$ cat config.mk
export PLATFORM = sky130hd
export DESIGN_NAME = meter_ie_codec
export DESIGN_NICKNAME = d
export VERILOG_FILES = /design/src/meter_ie_pkg.sv /design/src/meter_ie_codec.sv
export SDC_FILE = /design/constraint.sdc
export NUM_CORES = 1
export LEC_CHECK = 0
export ABC_CLOCK_PERIOD_IN_PS = 4400
export BUFFER_PORTS_ARGS = -buffer_cell sky130_fd_sc_hd__buf_2
export CAP_MARGIN = 20
export CORE_AREA = 3 3 135 137
export DETAILED_ROUTE_END_ITERATION = 10
export DIE_AREA = 0 0 138 140
export HOLD_SLACK_MARGIN = 0.06
export PLACE_DENSITY = 0.93
export SLEW_MARGIN = 20
export SYNTH_ARGS = -nofsm -noshare
export SYNTH_HDL_FRONTEND = slang
export SYNTH_SLANG_ARGS = --single-unit
$ cat constraint.sdc
create_clock -name sys_clk_i -period 4.4 [get_ports sys_clk_i]
set_input_delay 0.22 -clock sys_clk_i [delete_from_list [all_inputs] [get_ports sys_clk_i]]
set_output_delay 0.22 -clock sys_clk_i [all_outputs]
set_load 0.01 [all_outputs]
$ cat src/meter_ie_pkg.sv
// Purpose: constants and types shared by the metering/attenuation codec
// Assumes: octet-serial element stream, one synchronous clock
// Notes: offsets are byte addresses on the plain register port
package meter_ie_pkg;

  // element identifiers and fixed lengths
  localparam logic [7:0] ID_ENABLE_METER = 8'h22;
  localparam logic [7:0] ID_METER_REPORT = 8'h23;
  localparam logic [7:0] ID_ATTENUATION = 8'h24;
  localparam logic [7:0] REPORT_LEN = 8'h04;
  localparam logic [7:0] ATTEN_LEN = 8'h01;

  // field positions inside an octet and field widths
  localparam int EXT_BIT = 7;
  localparam int SUPP_BIT = 6;
  localparam int PORT_W = 13;
  localparam int CNT_W = 12;
  localparam int CNT_LO_W = 5;

  // report types
  localparam logic [1:0] RPT_ENDED = 2'h0;
  localparam logic [1:0] RPT_CONT = 2'h1;
  localparam logic [1:0] RPT_ACK = 2'h2;
  localparam logic [1:0] RPT_FAIL = 2'h3;

  // repetition indicator and rate codes
  localparam logic [1:0] REP_STOP = 2'h0;
  localparam logic [1:0] REP_CONT = 2'h3;
  localparam logic [6:0] RATE_NONE = 7'h00;

  // failure reasons
  localparam logic [6:0] FAIL_UNKNOWN = 7'h00;
  localparam logic [6:0] FAIL_BLOCKED = 7'h01;

  // register offsets
  localparam logic [7:0] REG_STATUS = 8'h00;
  localparam logic [7:0] REG_MASK = 8'h04;
  localparam logic [7:0] REG_CTRL = 8'h08;
  localparam logic [7:0] REG_METER = 8'h0C;

  // status bit positions and reset values
  localparam int ST_REPORT_SENT = 0;
  localparam int ST_ATTEN_SET = 1;
  localparam int ST_METER_FAIL = 2;
  localparam int ST_RX_REJECT = 3;
  localparam int ST_W = 4;
  localparam logic [3:0] STATUS_RST = 4'h0;
  localparam logic [3:0] MASK_RST = 4'h0;
  localparam logic CTRL_EN_RST = 1'b1;

  // parser and transmitter states
  typedef enum logic [1:0] {RX_ID, RX_LEN, RX_BODY} rx_state_t;
  typedef enum logic [2:0] {TX_IDLE, TX_ID, TX_LEN, TX_O3, TX_O3A, TX_O4}
    tx_state_t;

endpackage

$ cat src/meter_ie_codec.sv
// Purpose: access-side codec for enable-metering, metering report and
//   attenuation elements, with the automatic metering engine
// Assumes: rx stream holds the elements of one message, framed by
//   rx_first_i/rx_last_i; rx_msg_ok_i comes from the error checks
// Notes: staged elements are applied only at an accepted message end
// Operation
// RULE_01 - request octets: pulse type, rate, count, rep plus count, supp
// RULE_02 - every built metering report has a fixed four-octet length
// RULE_03 - report count is binary pulses applied since the previous report
// RULE_04 - only automatically generated pulses are counted
// RULE_05 - report type 00 ended, 01 continuing, 10 acknowledge, 11 failure
// RULE_06 - failure reason only meaningful with type 11, zero otherwise
// RULE_07 - failure reason only unknown or port blocked is ever sent
// RULE_08 - report layout: count upper, type plus count lower, failure reason
// RULE_09 - reports only go toward the exchange side; received ones rejected
// RULE_10 - attenuation element is three octets, value octet with ext set
// RULE_11 - attenuation applied to the addressed port for the current call
// RULE_12 - elements acted on only after message passes error handling
// RULE_13 - every message carries a port address field naming the port
// RULE_14 - rate zero means no automatic pulses are generated
// RULE_15 - repetition 00 stops at count, 11 continues, others reserved
// RULE_16 - report sent whenever reporting count reached; zero count invalid
// RULE_17 - extension bit 8 marks the last octet of each group
//
// Implementation choices: the address map and the address-and-strobe port.
`timescale 1ns/100ps
`default_nettype none

module meter_ie_codec
  import meter_ie_pkg::*;
(
  // clock and reset
  input wire logic sys_clk_i,
  input wire logic rst_n_i,
  // received element stream
  input wire logic rx_valid_i,
  input wire logic [7:0] rx_octet_i,
  input wire logic rx_first_i,
  input wire logic rx_last_i,
  input wire logic rx_msg_ok_i,
  input wire logic [PORT_W-1:0] rx_port_i,
  // transmitted report stream
  output logic tx_valid_o,
  output logic [7:0] tx_octet_o,
  output logic tx_last_o,
  output logic [PORT_W-1:0] tx_port_o,
  input wire logic tx_ready_i,
  // line side of the metering engine
  output logic pulse_req_o,
  output logic [6:0] pulse_type_o,
  output logic [6:0] pulse_rate_o,
  output logic pulse_suppress_o,
  output logic [5:0] pulse_duration_o,
  input wire logic pulse_applied_i,
  input wire logic pulse_auto_i,
  input wire logic port_blocked_i,
  input wire logic meter_fault_i,
  input wire logic call_end_i,
  // attenuation setting
  output logic atten_valid_o,
  output logic [6:0] atten_value_o,
  output logic [PORT_W-1:0] atten_port_o,
  // register port
  input wire logic [7:0] reg_addr_i,
  input wire logic [31:0] reg_wdata_i,
  input wire logic reg_wr_i,
  input wire logic reg_rd_i,
  output logic [31:0] reg_rdata_o,
  // interrupt
  output logic irq_o
);

  typedef struct packed {
    rx_state_t rx_st;
    logic [7:0] ie_id;
    logic [7:0] ie_left;
    logic [2:0] em_pos;
    logic st_em;
    logic [6:0] st_pt;
    logic [6:0] st_rate;
    logic [CNT_W-1:0] st_target;
    logic [1:0] st_rep;
    logic st_supp;
    logic [5:0] st_dur;
    logic st_at;
    logic [6:0] st_atv;
    logic st_bad;
    logic active;
    logic [6:0] pt;
    logic [6:0] rate;
    logic [CNT_W-1:0] target;
    logic [1:0] rep;
    logic supp;
    logic [5:0] dur;
    logic [CNT_W-1:0] cnt;
    logic [PORT_W-1:0] port;
    logic atten_v;
    logic [6:0] atten_val;
    logic [PORT_W-1:0] atten_port;
    logic pend;
    logic [1:0] pend_type;
    logic [6:0] pend_reason;
    tx_state_t tx_st;
    logic [CNT_W-1:0] tx_cnt;
    logic [1:0] tx_type;
    logic [6:0] tx_reason;
    logic [7:0] tx_octet;
    logic [ST_W-1:0] status;
    logic [ST_W-1:0] mask;
    logic ctrl_en;
    logic [31:0] rdata;
  } state_t;

  state_t state_reg;
  state_t state_next;

  // report priority: failure beats count reports, which beat acknowledges
  function automatic logic outranks(input logic [1:0] new_t,
                                    input logic [1:0] old_t);
    outranks = (new_t == RPT_FAIL) || (old_t == RPT_ACK);
  endfunction

  // register read mux
  function automatic logic [31:0] read_reg(input state_t s,
                                           input logic [7:0] a);
    read_reg = 32'h0000_0000;
    case (a)
      REG_STATUS: read_reg = {28'h000_0000, s.status};
      REG_MASK: read_reg = {28'h000_0000, s.mask};
      REG_CTRL: read_reg = {31'h0000_0000, s.ctrl_en};
      REG_METER: read_reg = {7'h00, s.active, s.target, s.cnt};
      default: read_reg = 32'h0000_0000;
    endcase
  endfunction

  // next-state logic for parser, engine, transmitter and registers
  always_comb begin
    logic [ST_W-1:0] ev;
    logic ext;
    logic [CNT_W-1:0] cnt_inc;
    ev = '0;
    ext = rx_octet_i[EXT_BIT];
    cnt_inc = '0;
    state_next = state_reg;

    // element parser, one octet per valid beat
    if (rx_valid_i) begin
      if (rx_first_i) begin
        state_next.rx_st = RX_ID;
        state_next.st_em = 1'b0;
        state_next.st_at = 1'b0;
        state_next.st_bad = 1'b0;
        state_next.st_target = '0;
        state_next.st_rep = REP_STOP;
      end
      case (state_next.rx_st)
        RX_ID: begin
          state_next.ie_id = rx_octet_i;
          state_next.rx_st = RX_LEN;
        end
        RX_LEN: begin
          state_next.ie_left = rx_octet_i;
          state_next.em_pos = 3'h0;
          if (state_next.ie_id == ID_ATTENUATION &&
              rx_octet_i != ATTEN_LEN) begin
            state_next.st_bad = 1'b1; // [RULE_10]
          end
          state_next.rx_st = (rx_octet_i == 8'h00) ? RX_ID : RX_BODY;
        end
        RX_BODY: begin
          state_next.ie_left = state_next.ie_left - 8'h01;
          if (state_next.ie_left == 8'h00) begin
            state_next.rx_st = RX_ID;
          end
          case (state_next.ie_id)
            ID_ENABLE_METER: begin
              case (state_next.em_pos)
                3'h0: begin
                  state_next.st_pt = rx_octet_i[6:0]; // [RULE_01]
                  state_next.em_pos = 3'h1;
                end
                3'h1: begin
                  state_next.st_rate = rx_octet_i[6:0]; // [RULE_01]
                  state_next.st_em = 1'b1;
                  // ext set closes the rate group: no count octets
                  state_next.em_pos = ext ? 3'h4 : 3'h2; // [RULE_17]
                end
                3'h2: begin
                  state_next.st_target[CNT_W-1:CNT_LO_W] =
                    rx_octet_i[6:0]; // [RULE_01]
                  state_next.em_pos = ext ? 3'h4 : 3'h3; // [RULE_17]
                end
                3'h3: begin
                  state_next.st_rep = rx_octet_i[6:5]; // [RULE_01]
                  state_next.st_target[CNT_LO_W-1:0] = rx_octet_i[4:0];
                  state_next.em_pos = 3'h4;
                end
                3'h4: begin
                  state_next.st_supp = rx_octet_i[SUPP_BIT]; // [RULE_01]
                  state_next.st_dur = rx_octet_i[5:0];
                  state_next.em_pos = 3'h5;
                end
                default: state_next.em_pos = state_next.em_pos;
              endcase
            end
            ID_ATTENUATION: begin
              if (ext) begin
                state_next.st_atv = rx_octet_i[6:0]; // [RULE_10]
                state_next.st_at = 1'b1;
              end else begin
                state_next.st_bad = 1'b1; // [RULE_10]
              end
            end
            ID_METER_REPORT: state_next.st_bad = 1'b1; // [RULE_09]
            default: state_next.st_bad = state_next.st_bad;
          endcase
        end
        default: state_next.rx_st = RX_ID;
      endcase
    end

    // report transmitter
    case (state_reg.tx_st)
      TX_IDLE: begin
        if (state_reg.pend) begin
          state_next.pend = 1'b0;
          state_next.tx_cnt = state_reg.cnt; // [RULE_03]
          state_next.cnt = '0;
          state_next.tx_type = state_reg.pend_type;
          state_next.tx_reason = (state_reg.pend_type == RPT_FAIL) ?
            state_reg.pend_reason : FAIL_UNKNOWN; // [RULE_06]
          state_next.tx_octet = ID_METER_REPORT; // [RULE_09]
          state_next.tx_st = TX_ID;
        end
      end
      TX_ID: if (tx_ready_i) begin
        state_next.tx_octet = REPORT_LEN; // [RULE_02]
        state_next.tx_st = TX_LEN;
      end
      TX_LEN: if (tx_ready_i) begin
        state_next.tx_octet = {1'b0,
          state_reg.tx_cnt[CNT_W-1:CNT_LO_W]}; // [RULE_08] [RULE_17]
        state_next.tx_st = TX_O3;
      end
      TX_O3: if (tx_ready_i) begin
        state_next.tx_octet = {1'b1, state_reg.tx_type,
          state_reg.tx_cnt[CNT_LO_W-1:0]}; // [RULE_05] [RULE_08]
        state_next.tx_st = TX_O3A;
      end
      TX_O3A: if (tx_ready_i) begin
        state_next.tx_octet = {1'b1, state_reg.tx_reason}; // [RULE_08]
        state_next.tx_st = TX_O4;
      end
      TX_O4: if (tx_ready_i) begin
        ev[ST_REPORT_SENT] = 1'b1;
        state_next.tx_st = TX_IDLE;
      end
      default: state_next.tx_st = TX_IDLE;
    endcase

    // automatic pulse counting and count-reached reports
    if (state_reg.active && pulse_applied_i && pulse_auto_i) begin // [RULE_04]
      cnt_inc = state_reg.cnt + 12'h001;
      state_next.cnt = state_next.cnt + 12'h001; // [RULE_03]
      if (cnt_inc == state_reg.target) begin // [RULE_16]
        if (!state_next.pend || outranks(RPT_CONT, state_next.pend_type))
        begin
          state_next.pend = 1'b1;
          state_next.pend_type = (state_reg.rep == REP_CONT) ?
            RPT_CONT : RPT_ENDED; // [RULE_05] [RULE_15]
        end
        if (state_reg.rep != REP_CONT) begin
          state_next.active = 1'b0; // [RULE_15]
        end
      end
    end

    // metering failure stops generation until the next accepted enable-metering element
    if (state_reg.active && (port_blocked_i || meter_fault_i)) begin
      state_next.active = 1'b0;
      state_next.pend = 1'b1;
      state_next.pend_type = RPT_FAIL; // [RULE_05]
      state_next.pend_reason = port_blocked_i ?
        FAIL_BLOCKED : FAIL_UNKNOWN; // [RULE_07]
      ev[ST_METER_FAIL] = 1'b1;
    end

    // commit staged elements once the message passed its checks
    if (rx_valid_i && rx_last_i && rx_msg_ok_i) begin // [RULE_12]
      if (state_next.st_bad) begin
        ev[ST_RX_REJECT] = 1'b1;
      end
      if (state_next.st_em) begin
        if (state_next.st_rate != RATE_NONE &&
            (state_next.st_target == '0 ||
             (state_next.st_rep != REP_STOP &&
              state_next.st_rep != REP_CONT))) begin
          ev[ST_RX_REJECT] = 1'b1; // [RULE_15] [RULE_16]
        end else begin
          state_next.pt = state_next.st_pt;
          state_next.rate = state_next.st_rate;
          state_next.target = state_next.st_target;
          state_next.rep = state_next.st_rep;
          state_next.supp = state_next.st_supp;
          state_next.dur = state_next.st_dur;
          state_next.port = rx_port_i; // [RULE_13]
          state_next.active = (state_next.st_rate != RATE_NONE); // [RULE_14]
          if (!state_next.pend || outranks(RPT_ACK, state_next.pend_type))
          begin
            state_next.pend = 1'b1;
            state_next.pend_type = RPT_ACK; // [RULE_05]
          end
        end
      end
      if (state_next.st_at && !state_next.st_bad) begin
        state_next.atten_v = 1'b1; // [RULE_11]
        state_next.atten_val = state_next.st_atv;
        state_next.atten_port = rx_port_i; // [RULE_13]
        ev[ST_ATTEN_SET] = 1'b1;
      end
    end

    // call release drops per-call settings
    if (call_end_i) begin
      state_next.atten_v = 1'b0; // [RULE_11]
      state_next.active = 1'b0;
    end

    // register writes; a new event wins over its clear
    if (reg_wr_i) begin
      case (reg_addr_i)
        REG_STATUS: state_next.status = state_reg.status &
          ~reg_wdata_i[ST_W-1:0];
        REG_MASK: state_next.mask = reg_wdata_i[ST_W-1:0];
        REG_CTRL: state_next.ctrl_en = reg_wdata_i[0];
        default: state_next.ctrl_en = state_reg.ctrl_en;
      endcase
    end
    state_next.status = state_next.status | ev;
    state_next.rdata = reg_rd_i ? read_reg(state_reg, reg_addr_i) : '0;
  end

  // state register
  always_ff @(posedge sys_clk_i) begin
    if (!rst_n_i) begin
      state_reg <= '0;
      state_reg.rx_st <= RX_ID;
      state_reg.tx_st <= TX_IDLE;
      state_reg.status <= STATUS_RST;
      state_reg.mask <= MASK_RST;
      state_reg.ctrl_en <= CTRL_EN_RST;
    end else begin
      state_reg <= state_next;
    end
  end

  // outputs
  assign tx_valid_o = (state_reg.tx_st != TX_IDLE);
  assign tx_last_o = (state_reg.tx_st == TX_O4);
  assign tx_octet_o = state_reg.tx_octet;
  assign tx_port_o = state_reg.port; // [RULE_13]
  assign pulse_req_o = state_reg.active && state_reg.ctrl_en &&
    (state_reg.rate != RATE_NONE); // [RULE_14]
  assign pulse_type_o = state_reg.pt;
  assign pulse_rate_o = state_reg.rate;
  assign pulse_suppress_o = state_reg.supp;
  assign pulse_duration_o = state_reg.dur;
  assign atten_valid_o = state_reg.atten_v;
  assign atten_value_o = state_reg.atten_val;
  assign atten_port_o = state_reg.atten_port;
  assign reg_rdata_o = state_reg.rdata;
  assign irq_o = |(state_reg.status & state_reg.mask);

endmodule // meter_ie_codec

`default_nettype wire

==> results of run 1 <==
## worst max path at each step
stage                         from                  end  slack (ns)
floorplan           state_reg[230]      pulse_type_o[5]        1.42
global placement        rx_first_i  pulse_duration_o[4]        0.59
global route        state_reg[230]  pulse_duration_o[0]        0.71
CTS                 state_reg[230]      pulse_type_o[2]        0.48
detailed placement      rx_first_i      pulse_type_o[2]        0.43
finish              state_reg[230]      pulse_type_o[3]        1.00
## final cells by class
cell class | instances | area [um2]
Clock buffer | 32 | 639
Clock inverter | 6 | 108
Fill cell | 1327 | 5840
Inverter | 23 | 86.3
Multi-Input combinational cell | 743 | 4950
Sequential cell | 212 | 4240
Tap cell | 225 | 282
Timing Repair Buffer | 173 | 1030
## power groups by stage
| stage | clock network [uW] | registers, uW | logic, uW |
|---|---|---|---|
| 2_1_floorplan | 0 | 1980 | 109 |
| 3_3_place_gp | 0 | 1980 | 150 |
| 3_5_place_dp | 0 | 1980 | 156 |
| 4_1_cts | 1950 | 1940 | 172 |
| 5_1_grt | 2020 | 1940 | 189 |
| 6_report | 1930 | 1940 | 174 |
## stage by stage
stage                     worst slack [ns]  total power [uW]
after floorplan                       1.42              2090
after global placement               0.594              2130
after detailed placement             0.426              2140
after CTS                            0.476              4060
after global routing                 0.708              4150
final                                 1.00              4040
## cells by family after synthesis
group / count (synthesis) / synth area share (%)
other: 1 / 0.0366
and+or+nand+nor: 429 / 22.5
DFF: 212 / 41.4
muxes: 117 / 12.0
buffers and inverters: 184 / 10.6
xor gates and xnor gates: 21 / 1.79
adders and majority gates: 9 / 1.10
AOI/OAI and AO/OA: 160 / 10.6
## metal layers
metal | vias up | routed length [um]
met4 | 0 | 915
li1 | 3836 | -
met1 | 3730 | 9370
met3 | 83 | 1360
met5 | - | 0
met2 | 298 | 11500
## cells in the final DEF, fill, tap and decap left out, types with 5 or more instances in the layout
cell type	count
sky130_fd_sc_hd__a21boi_0	31
sky130_fd_sc_hd__a21oi_1	32
sky130_fd_sc_hd__a22oi_1	7
sky130_fd_sc_hd__and2_1	61
sky130_fd_sc_hd__and3_1	7
sky130_fd_sc_hd__buf_2	137
sky130_fd_sc_hd__buf_4	12
sky130_fd_sc_hd__clkbuf_1	6
sky130_fd_sc_hd__clkbuf_16	23
sky130_fd_sc_hd__conb_1	7
sky130_fd_sc_hd__dfxtp_1	212
sky130_fd_sc_hd__dlygate4sd3_1	22
sky130_fd_sc_hd__ha_1	9
sky130_fd_sc_hd__inv_1	23
sky130_fd_sc_hd__mux2_1	30
sky130_fd_sc_hd__mux2_2	6
sky130_fd_sc_hd__mux2i_1	80
sky130_fd_sc_hd__nand2_1	134
sky130_fd_sc_hd__nand2b_1	12
sky130_fd_sc_hd__nand3_1	25
sky130_fd_sc_hd__nand4_1	9
sky130_fd_sc_hd__nor2_1	49
sky130_fd_sc_hd__nor2b_1	64
sky130_fd_sc_hd__nor3_1	21
sky130_fd_sc_hd__nor3b_1	5
sky130_fd_sc_hd__nor4_1	8
sky130_fd_sc_hd__o21a_1	8
sky130_fd_sc_hd__o21ai_0	38
sky130_fd_sc_hd__or3_1	5
sky130_fd_sc_hd__or4_1	5
sky130_fd_sc_hd__xnor2_1	16
sky130_fd_sc_hd__xor2_1	5
## repair_timing
item,CTS,global route
endpoints found under the hold margin,38,0
setup endpoints to repair,0,0
hold buffers,22,0
## worst max-delay path, cell delays in order, from the launching register on
cell and delay [ns]:
sky130_fd_sc_hd__dfxtp_1 0.32, sky130_fd_sc_hd__nor2b_1 0.28, sky130_fd_sc_hd__ha_1 0.42, sky130_fd_sc_hd__inv_1 0.17, sky130_fd_sc_hd__nor4_2 0.33, sky130_fd_sc_hd__a21oi_1 0.16, sky130_fd_sc_hd__o311ai_2 0.38, sky130_fd_sc_hd__a2111oi_4 0.09
sky130_fd_sc_hd__nor3b_4 0.47, sky130_fd_sc_hd__buf_12 0.28, sky130_fd_sc_hd__mux2_1 0.35
==> impl_metrics.py, run 1 <==
metrics = {
    "synthesis": {
        "async_reset_ff_share_pct": 0,
        "synth_enable_flop_cells": 0,
        "ys.warnings.count": 0,
        "yosysTopAreaCell": "sky130_fd_sc_hd__dfxtp_1",
        "synth_cell_count_leaders": "sky130_fd_sc_hd__dfxtp_1 (212), sky130_fd_sc_hd__nand2_1 (134), sky130_fd_sc_hd__buf_4 (94), sky130_fd_sc_hd__mux2i_1 (80), sky130_fd_sc_hd__nor2b_1 (64)",
        "netlist.area_leader.share_pct": 41.4,
        "ys.flop_type": "sky130_fd_sc_hd__dfxtp_1",
        "syn_area_um2": 10300,
        "share_of_synthesized_area_occupied_by_flip_flops_and_latches_pct": 41.4,
        "syn_inst": 1133,
        "synth.most_common_cell": "sky130_fd_sc_hd__dfxtp_1",
        "synth.distinct_cells": 77,
        "synth_area_per_cell_um2": 9.05,
        "synthesized_flop_and_latch_total": 212,
        "netlist_top_cells_area": "sky130_fd_sc_hd__dfxtp_1 (41%), sky130_fd_sc_hd__mux2i_1 (7.8%), sky130_fd_sc_hd__buf_4 (6.9%), sky130_fd_sc_hd__nand2_1 (4.9%), sky130_fd_sc_hd__nor2b_1 (3.9%)",
    },
    "status": {
        "outcome": "complete, no violations",
    },
    "grt": {
        "grt_antenna_before_repair": 0,
        "grt.overflow.total": 0,
        "grt_use_met3_pct": 3.86,
        "grt.met2_usage_pct": 40.0,
        "grt_util_all_layers_pct": 23.1,
        "grt_start_max_net_pins": 122,
        "grt.met1_usage_pct": 27.9,
        "grt_pass1_wl_um": 38000,
        "first_global_vias": 7883,
        "grt-busiest-layer": "met2",
    },
    "routing": {
        "wire_per_inst_um": 16.4,
        "drt_drc_violations_left": 0,
        "vias_per_cell": 5.62,
        "dr_total_vias": 7947,
        "drt-total-wl_um": 23100,
        "antenna_violating_nets_post_route": 0,
        "detailedRoute.firstPassIterationCount": 5,
        "drt_iter0_drc": 634,
    },
    "worst_hold_path": {
        "hold-path-cell-count": 3,
        "worst_hold_start": "reg_addr_i[2]",
        "worstHoldPathType": "input port to flop",
        "min_to": "reg_rdata_o[9]",
    },
    "placed_design": {
        "place.port_buffers": 138,
        "place.gp.congestion": 0.910,
        "cell_count_after_placement": 1353,
        "detailed_place_hpwl_um": 15100,
        "dpl-instance-area_um2": 10400,
    },
    "cells_and_area": {
        "num_antenna_cells": 0,
        "final_net_count": 1259,
        "final_util_pct": 66.0,
        "syn2layout_area_growth_pct": 10.6,
        "finish.instance_area_um2": 11300,
        "drive_above_1_share_pct": 17.7,
        "largest_reg_flops": 124,
        "fin_cells": 1414,
    },
    "sta": {
        "timing.slew.headroom_pct": 25.1,
        "totalNegativeSetupSlack_ns": 0,
        "tightest_slew_ns": 1.09,
        "timing_hold_violations_final": 0,
        "rsz0062_at_grt": "no",
        "fin_crit_ns": 3.40,
        "timing.fmax_mhz": 294,
        "setup_failing_eps_final": 0,
        "number_of_pins_with_negative_max_slew_slack_in_the_final_report": 0,
        "fin_worst_skew_ns": 0.00766,
        "hold_ws_ns": 0.109,
        "fin_crit_sh_pct": 77.2,
    },
    "power": {
        "power_switching_share_pct": 21.3,
        "vdd.ir_drop.worst_mv": 0.322,
        "power.density_nw_per_um2": 356,
        "switching_power_uw": 859,
        "p_leak_uw": 0.00463,
        "power.combinational.fraction_pct": 4.3,
        "share_clk_of_total_power_pct": 47.7,
        "power_report.internal_total_uw": 3180,
        "pwr-share-seq_pct": 48.0,
    },
    "critical_path": {
        "r2r_slack_ns": 1.00,
        "critPathRequiredTime_ns": 4.79,
        "signal_arrival_time_at_the_worst_endpoint_ns": 3.79,
        "worst-path-max-fanout": 34,
        "cp-start-kind": "flop",
        "worstReg2RegEnd": "pulse_type_o[3]",
        "end_kind": "flop",
        "start_to_end_type_of_the_worst_setup_path": "flop to flop",
        "worst-r2r-cell-count": 10,
        "worst_r2r_startpoint": "state_reg[230]",
    },
    "clocking": {
        "cts.repair_timing.setup_buffer_count": 0,
        "cts_max_path_buffers": 3,
        "clkLatencyLatePin_ns": 0.50,
        "ctsHtreeMaxLevel": 1,
        "tritoncts_num_sinks": 212,
        "clockRootBuffer": "sky130_fd_sc_hd__clkbuf_16",
        "ctsResizeCount": 0,
        "worst_setup_hold_path_clk_slew_ns": 0.06,
        "tritoncts.num_buffers": 22,
        "tritoncts": "built",
    },
    "die": {
        "initial_utilization_pct": 59.7,
        "std_cell_rows": 48,
        "boundaryPins": 174,
        "core_um2": 17200,
        "fp.dieW_um": 138,
        "die_area_um2": 19300,
        "die_h_um": 140,
    },
    "run": {
        "drv.max_cap_violation_count": 0,
    },
}
Power figures use the tool's default switching activity.
==> run 2, diff against run 1 <==
--- a/config.mk
+++ b/config.mk
@@ -5,14 +5,14 @@
 export SDC_FILE = /design/constraint.sdc
 export NUM_CORES = 1
 export LEC_CHECK = 0
-export ABC_CLOCK_PERIOD_IN_PS = 4400
+export ABC_CLOCK_PERIOD_IN_PS = 2700
 export BUFFER_PORTS_ARGS = -buffer_cell sky130_fd_sc_hd__buf_2
 export CAP_MARGIN = 20
-export CORE_AREA = 3 3 135 137
+export CORE_AREA = 3 3 146 148
 export DETAILED_ROUTE_END_ITERATION = 10
-export DIE_AREA = 0 0 138 140
+export DIE_AREA = 0 0 149 151
 export HOLD_SLACK_MARGIN = 0.06
-export PLACE_DENSITY = 0.93
+export PLACE_DENSITY = 0.85
 export SLEW_MARGIN = 20
 export SYNTH_ARGS = -nofsm -noshare
 export SYNTH_HDL_FRONTEND = slang
==> constraint.sdc (replaced) <==
create_clock -name sys_clk_i -period 2.7 [get_ports sys_clk_i]
set_input_delay 0.135 -clock sys_clk_i [delete_from_list [all_inputs] [get_ports sys_clk_i]]
set_output_delay 0.135 -clock sys_clk_i [all_outputs]
set_load 0.01 [all_outputs]
==> run 2 against run 1 <==
Effect of this change: the run now ends with setup timing left; sequential power is 63% higher; sequential share of layout area down 2.9 points; non-clock buffer count increased by 78; critical path depth is 1 lower; sequential cell count is the same; via count up 4.2%; clock skew is 0.0015 ns lower; clock power increased by 87%.
==> impl_metrics.py, run 2 (same netlist as run 1, synthesis figures left out) <==
metrics = {
    "grt": {
        "grt_util_all_layers_pct": 20.9,
        "grt_antenna_before_repair": 1,
        "grt_pass1_wl_um": 38900,
        "grt.overflow.total": 0,
        "grt_start_max_net_pins": 75,
        "first_global_vias": 7994,
    },
    "routing": {
        "dr_total_vias": 8279,
        "wire_per_inst_um": 16.4,
        "vias_per_cell": 5.38,
        "drt-total-wl_um": 25300,
        "antenna_violating_nets_post_route": 0,
        "drt_iter0_drc": 442,
        "drt_drc_violations_left": 0,
        "detailedRoute.firstPassIterationCount": 7,
    },
    "die": {
        "die_area_um2": 22500,
        "initial_utilization_pct": 50.8,
        "std_cell_rows": 52,
        "boundaryPins": 174,
        "core_um2": 20200,
        "die_h_um": 151,
        "fp.dieW_um": 149,
    },
    "sta": {
        "fin_crit_ns": 2.97,
        "fin_crit_sh_pct": 110,
        "setup_failing_eps_final": 51,
        "number_of_pins_with_negative_max_slew_slack_in_the_final_report": 0,
        "timing.slew.headroom_pct": 64.1,
        "timing.fmax_mhz": 337,
        "tightest_slew_ns": 0.538,
        "totalNegativeSetupSlack_ns": -9.96,
        "finalWorstSetupSlack_ns": -0.271,
        "rsz0062_at_grt": "yes",
        "fin_worst_skew_ns": 0.00613,
        "timing_hold_violations_final": 0,
    },
    "placed_design": {
        "dpl-instance-area_um2": 10900,
        "detailed_place_hpwl_um": 16600,
        "place.port_buffers": 138,
        "place_worst_setup_slack_ns": -0.185,
        "cell_count_after_placement": 1455,
        "place.gp.congestion": 0.915,
    },
    "clocking": {
        "worst_setup_hold_path_clk_slew_ns": 0.06,
        "cts_max_path_buffers": 3,
        "clkLatencyLatePin_ns": 0.51,
        "clockRootBuffer": "sky130_fd_sc_hd__clkbuf_16",
        "ctsHtreeMaxLevel": 1,
        "tritoncts.num_buffers": 23,
        "tritoncts": "built",
        "tritoncts_num_sinks": 212,
    },
    "run": {
        "drv.max_cap_violation_count": 0,
    },
    "critical_path": {
        "signal_arrival_time_at_the_worst_endpoint_ns": 3.35,
        "cp-start-kind": "flop",
        "worst_path_most_repeated_cell": "sky130_fd_sc_hd__buf_4",
        "crit_family": "simple AND/OR/NAND/NOR gates",
        "start_to_end_type_of_the_worst_setup_path": "flop to flop",
        "worst_path_max_delay_cell": "sky130_fd_sc_hd__or4b_4",
        "worst-path-max-fanout": 5,
        "critPathRequiredTime_ns": 3.08,
        "end_kind": "flop",
        "critPathMaxStageDelay_ns": 0.59,
        "chain_of_cells_forming_the_critical_path": "or4b_4, nor4_4, mux2i_1, a221o_1, a2111oi_4, nor3b_4, buf_4, buf_4, mux2_1",
        "number_of_buffer_and_inverter_instances_along_the_worst_setup_path": 2,
    },
    "status": {
        "outcome": "complete, but fails checks",
        "violations": "setup timing",
    },
    "cells_and_area": {
        "top_library_cells_by_usage_in_the_layout_fill_and_taps_aside": "sky130_fd_sc_hd__dfxtp_1 (208), sky130_fd_sc_hd__buf_2 (137), sky130_fd_sc_hd__nand2_1 (133)",
        "final_net_count": 1338,
        "drive_above_1_share_pct": 24.4,
        "syn2layout_area_growth_pct": 20.0,
        "fin_cells": 1539,
        "largest_reg_flops": 124,
        "final_util_pct": 61.0,
        "most_common_library_cell_in_the_layout_ignoring_fill_and_taps": "sky130_fd_sc_hd__dfxtp_1",
        "finish.instance_area_um2": 12300,
        "num_antenna_cells": 0,
    },
    "worst_hold_path": {
        "worstHoldPathType": "input port to flop",
    },
    "power": {
        "p_leak_uw": 0.00513,
        "vdd.ir_drop.worst_mv": 0.470,
        "power.density_nw_per_um2": 576,
    },
}
==> run 2: path summary, 6_finish.rpt <==
kind	start	endpoint	slack [ns]	depth (start not counted)
setup / recovery	state_reg[225]	state_reg[139]	-0.27	9
hold / removal	meter_fault_i	state_reg[164]	0.1	5
setup reg to reg	state_reg[225]	state_reg[139]	-0.27	9
hold reg to reg	tx_port_o[3]	tx_port_o[3]	0.45	2
==> run 2: worst register-to-register path, stage by stage (launching register included) <==
cell	delay [ns]
sky130_fd_sc_hd__dfxtp_2	0.32
sky130_fd_sc_hd__or4b_4	0.59
sky130_fd_sc_hd__nor4_4	0.35
sky130_fd_sc_hd__mux2i_1	0.15
sky130_fd_sc_hd__a221o_1	0.31
sky130_fd_sc_hd__a2111oi_4	0.40
sky130_fd_sc_hd__nor3b_4	0.09
sky130_fd_sc_hd__buf_4	0.17
sky130_fd_sc_hd__buf_4	0.16
sky130_fd_sc_hd__mux2_1	0.33
==> run 2: power by group <==
group          internal, uW  total [uW]  switching [uW]
Sequential             3140        3160            13.0
Clock                  2330        3600            1260
Combinational           149         335             186
==> run 2: per-stage QoR <==
stage	power, uW	hold WS (ns)
3_3_place_gp	3510	0.377
5_1_grt	7280	0.0951
3_5_place_dp	3510	0.382
2_1_floorplan	3400	0.260
4_1_cts	7140	0.0678
6_report	7090	0.0970
==> run 2: per-layer routing <==
| layer | GRT usage [%] | routed length [um] | up-vias |
|---|---|---|---|
| li1 | - | - | 3994 |
| met1 | 24.9 | 10500 | 3953 |
| met2 | 37.4 | 12600 | 257 |
| met3 | 3.98 | 1330 | 73 |
| met4 | 7.60 | 884 | 2 |
| met5 | 0 | 13 | - |
==> run 2: layout make-up <==
cell class / count / area [um2]
Fill cell: 1614 / 7870
Sequential cell: 212 / 4250
Clock buffer: 28 / 634
Timing Repair Buffer: 251 / 1700
Tap cell: 270 / 338
Multi-Input combinational cell: 743 / 5050
Clock inverter: 12 / 243
Inverter: 23 / 86.3
==> run 2: repair_timing <==
| item | 4_1_cts | 5_1_grt |
|---|---|---|
| pin swaps | 0 | 7 |
| hold buffers | 29 | 0 |
| setup buffers | 4 | 8 |
| endpoints found under the hold margin | 64 | 0 |
| resized for setup | 8 | 20 |
| cloned | 0 | 3 |
| endpoints found under the setup margin | 50 | 54 |
